<file path="config.mk">
export PLATFORM = sky130hd
export DESIGN_NAME = msd_decode
export DESIGN_NICKNAME = d
export VERILOG_FILES = /design/src/design/msd_pkg.sv /design/src/design/msd_decode.sv
export VERILOG_INCLUDE_DIRS = /design/src /design/src/design
export SDC_FILE = /design/constraint.sdc
export NUM_CORES = 1
export LEC_CHECK = 0
export BUFFER_PORTS_ARGS = -buffer_cell sky130_fd_sc_hd__buf_4
export CORE_MARGIN = 4
export CORE_UTILIZATION = 40
export CTS_BUF_LIST = sky130_fd_sc_hd__clkbuf_8
export DETAILED_ROUTE_END_ITERATION = 7
export PLACE_DENSITY = 0.83
export SLEW_MARGIN = 15
export SYNTH_ARGS = -nofsm -noshare
export SYNTH_HDL_FRONTEND = slang
export SYNTH_SLANG_ARGS = --single-unit
</file>
<file path="constraint.sdc">
create_clock -name clk_sys -period 2.9 [get_ports clk_sys]
set_input_delay 0.145 -clock clk_sys [delete_from_list [all_inputs] [get_ports clk_sys]]
set_output_delay 0.145 -clock clk_sys [all_outputs]
set_load 0.01 [all_outputs]
</file>
<file path="src/design/msd_params.svh">
`ifndef MSD_PARAMS_SVH
`define MSD_PARAMS_SVH
`define MSD_OFS_CONTROL      4'h0
`define MSD_OFS_KEY          4'h4
`define MSD_OFS_STATUS       4'h8
`define MSD_OFS_SEGMENTS     4'hC
`define MSD_BIT_DATA_WIDE    0
`define MSD_BIT_PROG_WIDE    1
`define MSD_CTRL_UNUSED_ONES 8'hFC
`define MSD_KEY_FIRST        4'h5
`define MSD_KEY_SECOND       4'hA
`define MSD_INT_CYCLES_NARROW 5'h0E
`define MSD_INT_CYCLES_WIDE   5'h11
`define MSD_IRQ_CLEAR_CYCLE   5'h03
`define MSD_INT_ROM_TOP       20'h1FFFF
`define MSD_VEC_PIN          16'h0000
`define MSD_VEC_BREAK        16'h0002
`define MSD_VEC_WATCHDOG     16'h0004
`define MSD_VEC_TRAP         16'h0006
`endif

</file>
<file path="src/design/msd_pkg.sv">
package msd_pkg;
  typedef enum logic [1:0] {
    MSD_RST_PIN,
    MSD_RST_BREAK,
    MSD_RST_WATCHDOG,
    MSD_RST_TRAP
  } msd_reset_src_t;

  typedef enum logic [1:0] {
    MSD_KEY_IDLE,
    MSD_KEY_HALF,
    MSD_KEY_OPEN
  } msd_key_state_t;

  typedef struct packed {
    logic        active;
    logic        is_internal;
    logic        bus_separate;
    logic        latch_strobe;
    logic        read_strobe;
    logic [7:0]  port0_addr;
    logic        port0_oe_n;
    logic [7:0]  port4_addr;
    logic [7:0]  port1_addr;
    logic [3:0]  port2_addr;
  } msd_fetch_bus_t;

  typedef struct packed {
    logic        busy;
    logic        irq_clear;
    logic        push_segment;
    logic [15:0] pc;
    logic [3:0]  segment;
  } msd_int_entry_t;
endpackage

</file>
<file path="src/design/msd_decode.sv">
`include "msd_params.svh"
// Function
// - Interrupt transfer lasts 14 cycles, 17 wide
// - Clear pending request in third transfer cycle
// - Both spaces limited to 64KB after reset
// - Bit1 widens program, bit0 widens data
// - Unimplemented control bits read as one
// - Far ops while narrow raise opcode trap
// - Widening takes effect after the next two instructions
// - Control register writable once per reset
// - Sixteen segments; table reads use table segment
// - Fetch high: below 20000H internal, above external
// - Fetch low: everything goes external
// - Separate bus: port0 data, ports 4,1,2 address
// - Multiplexed bus: port0 address/data, latch strobe
// - Vector table holds 29 branch vectors
// - Vector low byte even, clears code segment
// - Wide program pushes and restores code segment
// - Segments 0-1 internal while fetch high, 2-15 external
// - Reset vectors at 0,2,4,6 by source
// - Bus select high separate, low multiplexed
module msd_decode #(
  parameter int SEG_BITS = 4
) (
  input  wire logic                  clk_sys,
  input  wire logic                  reset,
  input  wire logic                  clk_en,
  input  wire msd_pkg::msd_reset_src_t reset_source,
  input  wire logic [3:0]            avs_address,
  input  wire logic                  avs_read,
  input  wire logic                  avs_write,
  input  wire logic [31:0]           avs_writedata,
  output logic [31:0]                avs_readdata,
  output logic                       avs_waitrequest,
  input  wire logic                  external_fetch_select,
  input  wire logic                  bus_type_select,
  input  wire logic                  fetch_req,
  input  wire logic                  fetch_is_table,
  input  wire logic [15:0]           fetch_offset,
  input  wire logic                  cs_load,
  input  wire logic [3:0]            cs_value,
  input  wire logic                  ts_load,
  input  wire logic [3:0]            ts_value,
  input  wire logic                  instr_done,
  input  wire logic                  far_op,
  input  wire logic                  int_req,
  input  wire logic [15:0]           int_vector_addr,
  input  wire logic [15:0]           vector_data,
  input  wire logic                  int_return,
  input  wire logic [3:0]            stacked_segment,
  output msd_pkg::msd_fetch_bus_t    fetch_bus,
  output msd_pkg::msd_int_entry_t    int_entry,
  output logic [15:0]                vector_fetch_addr,
  output logic [3:0]                 code_segment,
  output logic                       program_space_wide,
  output logic                       data_space_wide,
  output logic                       opcode_trap
);
  initial begin
    if (SEG_BITS != 4) $error("SEG_BITS must be 4");
    if (`MSD_KEY_FIRST == `MSD_KEY_SECOND) $error("key steps must differ");
    if (`MSD_INT_CYCLES_NARROW <= `MSD_IRQ_CLEAR_CYCLE) $error("transfer too short");
  end

  // Pin inputs cross domains: three stages, act when last two agree
  logic [2:0] ef_sync_reg;
  logic [2:0] bt_sync_reg;
  logic       ef_reg;
  logic       bt_reg;
  always_ff @(posedge clk_sys or posedge reset) begin
    if (reset) begin
      ef_sync_reg <= 3'h7;
      bt_sync_reg <= 3'h7;
      ef_reg      <= 1'b1;
      bt_reg      <= 1'b1;
    end else if (clk_en) begin
      ef_sync_reg <= {ef_sync_reg[1:0], external_fetch_select};
      bt_sync_reg <= {bt_sync_reg[1:0], bus_type_select};
      if (ef_sync_reg[1] == ef_sync_reg[2]) ef_reg <= ef_sync_reg[2];
      if (bt_sync_reg[1] == bt_sync_reg[2]) bt_reg <= bt_sync_reg[2];
    end
  end

  // Avalon slave: one wait state; a write lands only where waitrequest is low
  logic        wait_reg;
  logic [31:0] rdata_reg;
  logic        acc_now;
  logic        wr_now;
  logic        ack_now;

  assign ack_now = !wait_reg;
  assign acc_now = (avs_read || avs_write) && wait_reg;
  assign wr_now  = avs_write && ack_now;

  // Waitrequest idles high so a new request always sees one wait state
  always_ff @(posedge clk_sys or posedge reset) begin
    if (reset) begin
      wait_reg <= 1'b1;
    end else if (clk_en) begin
      wait_reg <= !acc_now;
    end
  end
  assign avs_waitrequest = wait_reg;

  // Key sequencer, one per nibble
  msd_pkg::msd_key_state_t key_hi_reg;
  msd_pkg::msd_key_state_t key_lo_reg;

  function automatic msd_pkg::msd_key_state_t key_step(
    input msd_pkg::msd_key_state_t cur,
    input logic [3:0]              nib
  );
    msd_pkg::msd_key_state_t nxt;
    nxt = msd_pkg::MSD_KEY_IDLE;
    if (nib == `MSD_KEY_FIRST) nxt = msd_pkg::MSD_KEY_HALF;
    else if (nib == `MSD_KEY_SECOND && cur == msd_pkg::MSD_KEY_HALF)
      nxt = msd_pkg::MSD_KEY_OPEN;
    return nxt;
  endfunction

  logic key_wr;
  logic ctrl_wr;
  assign key_wr  = wr_now && avs_address == `MSD_OFS_KEY;
  assign ctrl_wr = wr_now && avs_address == `MSD_OFS_CONTROL;

  logic ctrl_used_reg;

  // Program key, upper nibble
  always_ff @(posedge clk_sys or posedge reset) begin
    if (reset) begin
      key_hi_reg <= msd_pkg::MSD_KEY_IDLE;
    end else if (clk_en) begin
      if (key_wr) begin
        key_hi_reg <= key_step(key_hi_reg, avs_writedata[7:4]);
      end else if (ctrl_wr) begin
        key_hi_reg <= msd_pkg::MSD_KEY_IDLE;
      end
    end
  end

  // Data key, lower nibble
  always_ff @(posedge clk_sys or posedge reset) begin
    if (reset) begin
      key_lo_reg <= msd_pkg::MSD_KEY_IDLE;
    end else if (clk_en) begin
      if (key_wr) begin
        key_lo_reg <= key_step(key_lo_reg, avs_writedata[3:0]);
      end else if (ctrl_wr) begin
        key_lo_reg <= msd_pkg::MSD_KEY_IDLE;
      end
    end
  end

  // Control register; each reset source clears it equally
  logic prog_wide_reg;
  logic data_wide_reg;
  logic prog_pend_reg;
  logic data_pend_reg;
  logic eff_prog_reg;
  logic eff_data_reg;
  logic [1:0] instr_cnt_reg;
  always_ff @(posedge clk_sys or posedge reset) begin
    if (reset) begin
      prog_wide_reg <= 1'b0;
      data_wide_reg <= 1'b0;
      ctrl_used_reg <= 1'b0;
    end else if (clk_en && ctrl_wr && !ctrl_used_reg) begin
      ctrl_used_reg <= 1'b1;
      if (key_hi_reg == msd_pkg::MSD_KEY_OPEN)
        prog_wide_reg <= avs_writedata[`MSD_BIT_PROG_WIDE];
      if (key_lo_reg == msd_pkg::MSD_KEY_OPEN)
        data_wide_reg <= avs_writedata[`MSD_BIT_DATA_WIDE];
    end
  end

  // Widening becomes visible after the second following instruction completes
  always_ff @(posedge clk_sys or posedge reset) begin
    if (reset) begin
      eff_prog_reg  <= 1'b0;
      eff_data_reg  <= 1'b0;
      instr_cnt_reg <= 2'h0;
    end else if (clk_en) begin
      if (ctrl_wr && !ctrl_used_reg) begin
        instr_cnt_reg <= 2'h2;
      end else if (instr_cnt_reg != 2'h0 && instr_done) begin
        instr_cnt_reg <= instr_cnt_reg - 2'h1;
        if (instr_cnt_reg == 2'h1) begin
          eff_prog_reg <= prog_wide_reg;
          eff_data_reg <= data_wide_reg;
        end
      end
    end
  end
  assign program_space_wide = eff_prog_reg;
  assign data_space_wide    = eff_data_reg;

  // Opcode trap; the reset controller turns it into a system reset
  always_ff @(posedge clk_sys or posedge reset) begin
    if (reset) opcode_trap <= 1'b0;
    else if (clk_en) opcode_trap <= far_op && !eff_prog_reg;
  end

  // Segment registers
  logic [3:0] cs_reg;
  logic [3:0] ts_reg;
  logic       ent_load;

  // Code segment: vector entry wins over a return or a load
  always_ff @(posedge clk_sys or posedge reset) begin
    if (reset) begin
      cs_reg <= 4'h0;
    end else if (clk_en) begin
      if (ent_load) cs_reg <= 4'h0;
      else if (int_return && eff_prog_reg) cs_reg <= stacked_segment;
      else if (cs_load && eff_prog_reg) cs_reg <= cs_value;
    end
  end

  // Table segment; only meaningful once program space is wide
  always_ff @(posedge clk_sys or posedge reset) begin
    if (reset) begin
      ts_reg <= 4'h0;
    end else if (clk_en) begin
      if (ts_load && eff_prog_reg) ts_reg <= ts_value;
    end
  end
  assign code_segment = cs_reg;

  // Program fetch routing
  function automatic logic is_internal(input logic [19:0] a, input logic ef);
    return ef && (a <= `MSD_INT_ROM_TOP);
  endfunction

  logic [19:0] fa;
  logic        fetch_ext;
  logic        fb_act_reg;
  logic        fb_int_reg;
  logic        fb_sep_reg;
  logic        fb_ale_reg;
  logic        fb_rd_reg;
  logic        fb_p0_oe_n_reg;
  logic [7:0]  fb_p0_reg;
  logic [7:0]  fb_p4_reg;
  logic [7:0]  fb_p1_reg;
  logic [3:0]  fb_p2_reg;

  assign fa        = {fetch_is_table ? ts_reg : cs_reg, fetch_offset};
  assign fetch_ext = fetch_req && !is_internal(fa, ef_reg);

  // Fetch status
  always_ff @(posedge clk_sys or posedge reset) begin
    if (reset) begin
      fb_act_reg <= 1'b0;
      fb_int_reg <= 1'b0;
      fb_sep_reg <= 1'b0;
    end else if (clk_en) begin
      fb_act_reg <= fetch_req;
      fb_int_reg <= fetch_req && is_internal(fa, ef_reg);
      fb_sep_reg <= bt_reg;
    end
  end

  // Strobes; port 0 drives only for a multiplexed address phase
  always_ff @(posedge clk_sys or posedge reset) begin
    if (reset) begin
      fb_rd_reg      <= 1'b0;
      fb_ale_reg     <= 1'b0;
      fb_p0_oe_n_reg <= 1'b1;
    end else if (clk_en) begin
      fb_rd_reg      <= fetch_ext;
      fb_ale_reg     <= fetch_ext && !bt_reg;
      fb_p0_oe_n_reg <= !(fetch_ext && !bt_reg);
    end
  end

  // Address ports keep their last value between external fetches
  always_ff @(posedge clk_sys or posedge reset) begin
    if (reset) begin
      fb_p0_reg <= 8'h00;
      fb_p4_reg <= 8'h00;
      fb_p1_reg <= 8'h00;
      fb_p2_reg <= 4'h0;
    end else if (clk_en && fetch_ext) begin
      fb_p0_reg <= bt_reg ? 8'h00 : fa[7:0];
      fb_p4_reg <= bt_reg ? fa[7:0] : 8'h00;
      fb_p1_reg <= fa[15:8];
      fb_p2_reg <= fa[19:16];
    end
  end

  assign fetch_bus = '{
    active:       fb_act_reg,
    is_internal:  fb_int_reg,
    bus_separate: fb_sep_reg,
    latch_strobe: fb_ale_reg,
    read_strobe:  fb_rd_reg,
    port0_addr:   fb_p0_reg,
    port0_oe_n:   fb_p0_oe_n_reg,
    port4_addr:   fb_p4_reg,
    port1_addr:   fb_p1_reg,
    port2_addr:   fb_p2_reg
  };

  // Reset vector selection by source
  always_ff @(posedge clk_sys or posedge reset) begin
    if (reset) vector_fetch_addr <= `MSD_VEC_PIN;
    else if (clk_en && int_req && !int_entry.busy) vector_fetch_addr <= int_vector_addr;
    else if (clk_en && !int_entry.busy) begin
      unique case (reset_source)
        msd_pkg::MSD_RST_PIN:      vector_fetch_addr <= `MSD_VEC_PIN;
        msd_pkg::MSD_RST_BREAK:    vector_fetch_addr <= `MSD_VEC_BREAK;
        msd_pkg::MSD_RST_WATCHDOG: vector_fetch_addr <= `MSD_VEC_WATCHDOG;
        msd_pkg::MSD_RST_TRAP:     vector_fetch_addr <= `MSD_VEC_TRAP;
      endcase
    end
  end

  // Interrupt transfer sequence
  logic [4:0] int_cnt_reg;
  logic [4:0] int_len_reg;
  assign ent_load = int_entry.busy && int_cnt_reg == int_len_reg;
  always_ff @(posedge clk_sys or posedge reset) begin
    if (reset) begin
      int_entry   <= '0;
      int_cnt_reg <= 5'h00;
      int_len_reg <= `MSD_INT_CYCLES_NARROW;
    end else if (clk_en) begin
      int_entry.irq_clear <= 1'b0;
      if (!int_entry.busy) begin
        if (int_req) begin
          int_entry.busy         <= 1'b1;
          int_cnt_reg            <= 5'h01;
          int_entry.push_segment <= eff_prog_reg;
          int_len_reg <= eff_prog_reg ? `MSD_INT_CYCLES_WIDE
                                      : `MSD_INT_CYCLES_NARROW;
        end
      end else begin
        int_cnt_reg <= int_cnt_reg + 5'h01;
        if (int_cnt_reg + 5'h01 == `MSD_IRQ_CLEAR_CYCLE)
          int_entry.irq_clear <= 1'b1;
        if (ent_load) begin
          int_entry.busy    <= 1'b0;
          int_entry.pc      <= vector_data;
          int_entry.segment <= 4'h0;
          int_entry.push_segment <= 1'b0;
        end
      end
    end
  end

  // Read data: unused control bits read one
  always_ff @(posedge clk_sys or posedge reset) begin
    if (reset) rdata_reg <= 32'h0;
    else if (clk_en && acc_now) begin
      unique case (avs_address)
        `MSD_OFS_CONTROL: rdata_reg <= {24'h0, `MSD_CTRL_UNUSED_ONES
                                       | {6'h0, prog_wide_reg, data_wide_reg}};
        `MSD_OFS_STATUS:  rdata_reg <= {24'h0, 3'h0, ctrl_used_reg, eff_prog_reg,
                                       eff_data_reg, bt_reg, ef_reg};
        `MSD_OFS_SEGMENTS: rdata_reg <= {24'h0, ts_reg, cs_reg};
        default:          rdata_reg <= 32'h0;
      endcase
    end
  end
  assign avs_readdata = rdata_reg;
endmodule

</file>
# Word-level counts from Yosys, hierarchy flattened
# Cells that the tools add are included.
# totals
register_bits,140
output_inout_bits,113
elab_cells,143
# op_classes
n_addsub,2
magnitude_cmp,1
n_eq_ne,20
n_mux,30
bitwise_logic,2
n_reduce_logical,54
# op_table
cell,n
$pmux 16 s4,1
$mux 16,2
$logic_and 1x1->1,24
$pmux 8 s3,1
$mux 21,1
$le 20x17->1 const B,1
$mux 2,9
$reduce_and 2->1,9
$eq 4x4->1 const B,4
$mux 4,4
$mux 8,2
$mux 5,3
$eq 4x3->1 const B,3
$reduce_bool 2->1,5
$reduce_and 3->1,3
$eq 2x1->1 const B,4
$eq 2x2->1 const B,4
$logic_not 1->1,8
$mux 1,7
$add 5x1->5 const B,1
$eq 5x2->1 const B,1
$eq 5x5->1,1
$logic_not 4->1,1
$reduce_and 4->1,1
7 further kinds,9

# Longest topological paths before layout
# Gate-level depths: netlist of run 1.
# logic_depth
word_depth,7
mapped_depth,6
mapped_depth_nobuf,6

# Worst setup path after synthesis of run 1
# OpenSTA, ideal clock, no wires.
# synth_path
path_type,reg-to-reg
from,reg int_cnt_reg[2]
to,reg int_entry[19] (netlist bit)
setup_time_ns,0.125
arrival_time_ns,1.985
required_ns,2.775
setup_slack_ns,0.790
path_stages_with_launch,6
cell_sequence,dfrtp_1 buf_6 or4_4 a221oi_4 buf_8 mux2_4
# synth_via
elab_chain_cells,3
# synth_rtl
item,line,source
from (decl),msd_decode.sv:319,logic [4:0] int_cnt_reg;
from (signal assigned),msd_decode.sv:338,int_cnt_reg <= int_cnt_reg + 5'h01;
$eq 5x5->1,msd_decode.sv:321,assign ent_load = int_entry.busy && int_cnt_reg == int_len_reg;
$logic_and 1x1->1,msd_decode.sv:321,
$reduce_and 3->1 (no line),-,
to (decl),msd_decode.sv:52,"output msd_pkg::msd_int_entry_t int_entry,"
# No other way between the ends.
# A chain may end at the register's enable or synchronous reset.

# Final worst setup path of run 1
# layout_path
from,reg int_cnt_reg[2]
to,reg int_entry[11] (netlist bit)
# Same word-level chain as after synthesis.

==> metrics.txt, run 1 <==
GRT overflow 0; crit start category flip-flop; Slew Limit Fails 0; VDD IR-drop max 382 uV; commonest cells after routing, fill and taps aside buf_4 (177), dfrtp_1 (102), nand2_1 (68); Fillers 1002; Die Span X 122 um; Arrival @ worst endpoint 2.43 ns; slew at the pin closest to its max-slew limit 0.852 ns; vias in the first global route 4467; final period demand of the worst path 2.12 ns; Largest register FFs 19; Post-DP HPWL 9110 um; detailed-router iteration count before antenna repair 4; Die Height 122 um; WP data required 3.20 ns; post-CTS setup buffers 0; antenna violations before repair 0; Cell Pwr Density 734 mW/mm2; CTS Buf Count 17; setup violators final 0; clock root buffer clkbuf_8; first-pass GRT wire length 21700 um; CTS Hold Buffers Added 65; Core Area 0.0127 mm2; H-tree depth 4; IO Port Bufs 173; Multi-input gate area 0.00202 mm2; Total Neg Setup Slack 0 ns; RSZ-0062 raised after global routing false; Syn Inst Count 463; commonest non-fill, non-tap cell in the layout buf_4; residual DRC count 0; Post-synth EDFFs 0; TritonCTS Sinks 113; worst rel slew slack 0.431; layout cell share with drive strength beyond 1 0.388; Yosys reg bits 113; async set or reset register ratio after synthesis 1.00; I/O pin cnt 226; status complete, no violations; Regs by FF count int_entry: 19 flops, vector_fetch_addr: 16 flops; Final nets 813; Min Hold Slack 0.0298 ns; final WL 13600 um; row cnt 41; Initial Utilization 0.409; post-synthesis sequential area ratio 0.548; CTS tree built; Fmax 471 MHz; Setup Crit Path Kind flip-flop to flip-flop; Clock Latency Late Sink 0.42 ns; Layout Cell Area excl Fill 0.00752 mm2; Final Cycle Share 0.733; Most used DFF post-synth dfrtp_1; clk buf depth 2; Max-cap violations 0; Final ANT Viol Nets 0; DIE AREA 0.0149 mm2; Setup crit end kind flip-flop; Area growth, synth to finish 45.0%; final-report hold violation count 0; Vias/cell 4.83; Yosys cell types 50; Vias 4254; FF+latch area 0.00284 mm2; post-layout util 0.594; ANT cells 0; RePlAce Congestion 0.808; CP max FO 19; HP Class input port to flip-flop; post-CTS sizing 0; clock slew at reported path FFs 0.06 ns; synth warn 0; Largest Register int_entry; initial DRC count 296; wire per inst 15.4 um; gr usage total 0.187; Post-Syn Area 0.00519 mm2; Syn Area/Cell 11.2 um2; largest net degree at the start of global routing 58; clock skew 0.00771 ns; dpl cell area 0.00650 mm2; P_leak 3.82 nW
-- per-stage QoR --
stage                     total power, mW  std cells  worst slack, ns
after global placement               4.02        784            0.845
final                                5.52        881            0.775
after floorplan                      3.28        490            0.790
after CTS                            5.58        881            0.772
after global routing                 5.87        881            0.701
after detailed placement             4.12        784            0.786
-- worst max-delay path, stage by stage (launching register included) --
cell and delay, ns:
dfrtp_1 0.47, or4_4 0.54, a221oi_4 0.29, buf_4 0.33
mux2_2 0.38
-- area by class of cell --
class                      instances  share of cell area
clock inverter                    10             0.00931
multi-input combinational        301               0.268
clock buffer                      22              0.0402
tap                              172              0.0286
inverter                          20              0.0105
sequential                       113               0.378
timing repair buffer             243               0.266
-- final timing paths --
check / start / to / slack (ns) / cells after the start
max in group asynchronous: reset / int_len_reg[3]$_DFFE_PP1P_ / 1.63 / 4
min in group asynchronous: reset / fb_p1_reg[6]$_DFFE_PP0P_ / 0.45 / 3
worst max register to register: int_cnt_reg[2]$_DFFE_PP0P_ / int_entry[11]$_DFFE_PP0P_ / 0.78 / 4
worst max-delay path: int_cnt_reg[2]$_DFFE_PP0P_ / int_entry[11]$_DFFE_PP0P_ / 0.78 / 4
worst min register to register: vector_fetch_addr[7]$_DFFE_PP0P_ / vector_fetch_addr[7]$_DFFE_PP0P_ / 0.47 / 2
worst min-delay path: cs_value[3] / code_segment[3]$_DFFE_PP0P_ / 0.03 / 3
-- routing by layer --
metal / GRT usage / part of all wire
met1: 0.208 / 0.38
met3: 0.0571 / 0.067
met2: 0.327 / 0.53
met5: 0 / 0
met4: 0.0875 / 0.028
-- logic make-up after synthesis --
group           share of synthesized area
compound gates                     0.0861
xor+xnor                          0.00169
fa+ha+maj                         0.00965
buf+inv                            0.0832
flops                               0.548
mux                                 0.147
other cells                      0.000723
simple gates                        0.124
-- where the power goes --
part	switching (mW)	leakage, nW	internal (mW)
combinational	0.772	2.18	0.984
clock	0.594	0.213	0.771
sequential	0.342	1.43	2.06
total	1.71	3.82	3.81
-- cells in the mapped netlist (7+ instances only) --
| library cell | instances | share of area |
|---|---|---|
| mux2_2 | 44 | 0.095 |
| nand3_1 | 24 | 0.023 |
| dfrtp_1 | 102 | 0.49 |
| nand2_1 | 68 | 0.049 |
| clkbuf_1 | 16 | 0.012 |
| o21ai_0 | 30 | 0.029 |
| o2bb2ai_1 | 9 | 0.015 |
| mux2i_1 | 16 | 0.031 |
| inv_1 | 20 | 0.014 |
| nor2b_1 | 9 | 0.011 |
| a21oi_1 | 7 | 0.0068 |
| dfstp_2 | 11 | 0.056 |
| nor2_1 | 8 | 0.0058 |
| mux2_4 | 7 | 0.020 |
| buf_4 | 34 | 0.049 |
Note: power is estimated with default switching activity, not from simulation.
==> inputs of run 2 (changes only) <==
==> constraint.sdc (replaced) <==
create_clock -name clk_sys -period 1.72 [get_ports clk_sys]
set_input_delay 0.086 -clock clk_sys [delete_from_list [all_inputs] [get_ports clk_sys]]
set_output_delay 0.086 -clock clk_sys [all_outputs]
set_load 0.01 [all_outputs]
==> metrics.txt, run 2 (same netlist as run 1, synthesis figures left out) <==
Setup crit end kind flip-flop; commonest non-fill, non-tap cell in the layout buf_4; Regs by FF count int_entry: 19 flops, vector_fetch_addr: 16 flops; Clock Latency Late Sink 0.42 ns; critical path, cell by cell or4_4 > a221oi_4 > buf_6 > buf_12 > mux2_2; final std cells w/o fill 916; CTS tree built; Core Area 0.0127 mm2; setup violators final 22; Post-DP HPWL 9490 um; Final Cycle Share 1.15; WP data required 2.03 ns; largest net degree at the start of global routing 114; clock slew at reported path FFs 0.07 ns; Area growth, synth to finish 53.3%; crit-path max cell delay 0.55 ns; DIE AREA 0.0149 mm2; TritonCTS Sinks 113; VDD IR-drop max 732 uV; CP max FO 9; met3 routed WL 852 um; Multi-input gate area 0.00207 mm2; first-pass GRT wire length 22500 um; Final ANT Viol Nets 0; total power 9.69 mW; final WL 14500 um; P_leak 4.05 nW; Max-cap violations 0; H-tree depth 4; worst rel slew slack 0.585; clk buf depth 2; Setup WS post-layout -0.253 ns; M1 WL 5650 um; Fillers 942; ANT cells 0; Arrival @ worst endpoint 2.28 ns; Largest Register int_entry; initial DRC count 255; layout cell share with drive strength beyond 1 0.409; Initial Utilization 0.409; failing checks setup timing; Die Span X 122 um; CP max stage cell or4_4; row cnt 41; Die Height 122 um; antenna violations before repair 0; Min Hold Slack 0.0318 ns; RePlAce Congestion 0.788; Total Neg Setup Slack -4.57 ns; vias in the first global route 4722; wire per inst 15.9 um; I/O pin cnt 226; Vias/cell 4.86; gr usage total 0.192; FF+latch area 0.00284 mm2; CTS Buf Count 17; GRT overflow 0; detailed-router iteration count before antenna repair 4; residual DRC count 0; dpl cells 802; Fmax 507 MHz; clock skew 0.00935 ns; final-report hold violation count 0; status complete, but fails checks; HP Class input port to flip-flop; Setup Crit Path Kind flip-flop to flip-flop; Largest register FFs 19; crit start category flip-flop; IO Port Bufs 173; Slew Limit Fails 0; slew at the pin closest to its max-slew limit 0.623 ns; clock root buffer clkbuf_8; DR top layer met4; Vias 4448; final period demand of the worst path 1.97 ns; RSZ-0062 raised after global routing true; DR WL met2 7750 um; Final nets 848; Cell Pwr Density 1220 mW/mm2; commonest cells after routing, fill and taps aside buf_4 (194), dfrtp_1 (102), dlygate4sd3_1 (76)
run 2: critical path, delay by kind of cell (launching register included):
kind / cells / cell delay [ns]
compound gates: 1 / 0.29
mux: 1 / 0.33
buf+inv: 2 / 0.29
simple gates: 1 / 0.55
flops: 1 / 0.39
run 2: path summary, 6_finish.rpt:
kind / startpoint / endpoint / slack [ns] / cells past startpoint
worst min register to register: vector_fetch_addr[4]$_DFFE_PP0P_ / vector_fetch_addr[4]$_DFFE_PP0P_ / 0.47 / 2
max in group asynchronous: reset / fb_p4_reg[6]$_DFFE_PP0P_ / 0.86 / 4
worst min-delay path: cs_value[1] / code_segment[1]$_DFFE_PP0P_ / 0.03 / 3
worst max-delay path: int_cnt_reg[1]$_DFFE_PP0P_ / int_entry[13]$_DFFE_PP0P_ / -0.25 / 5
min in group asynchronous: reset / int_entry[18]$_DFFE_PP0P_ / 0.39 / 4
worst max register to register: int_cnt_reg[1]$_DFFE_PP0P_ / int_entry[13]$_DFFE_PP0P_ / -0.25 / 5
run 2: final cells by class:
type,count,share of cell area
flip-flops and latches,113,0.357
repair buffers,278,0.297
multi-input cells,301,0.261
clock buffers,21,0.0363
well taps,172,0.0270
clock inverters,11,0.0123
inverters,20,0.00991
run 2: what timing repair did:
item | CTS | global route
pin swaps | 4 | 1
resized for setup | 5 | 11
gates cloned | 0 | 2
setup buffers | 3 | 2
endpoints found under the hold margin | 169 | 0
setup endpoints to repair | 21 | 24
hold buffers | 76 | 0
run 2: routing by layer:
metal	global-route usage	vias up
met5	0	-
met3	0.0506	30
met4	0.0763	0
met2	0.343	160
li1	-	2071
met1	0.220	2187
run 2: report_power, final:
group / switching, mW / internal, mW / total, mW
clock: 1.02 / 1.40 / 2.42
combinational: 1.44 / 1.84 / 3.28
sequential: 0.514 / 3.47 / 3.98
total: 2.97 / 6.71 / 9.69
run 2: per-stage QoR:
step	area (um2)	util	setup WS, ns
final	7960	0.628	-0.253
after global routing	7960	0.628	-0.290
after CTS	7850	0.620	-0.262
after detailed placement	6660	0.526	-0.246
after global placement	6660	0.526	-0.188
after floorplan	5290	-	-0.388
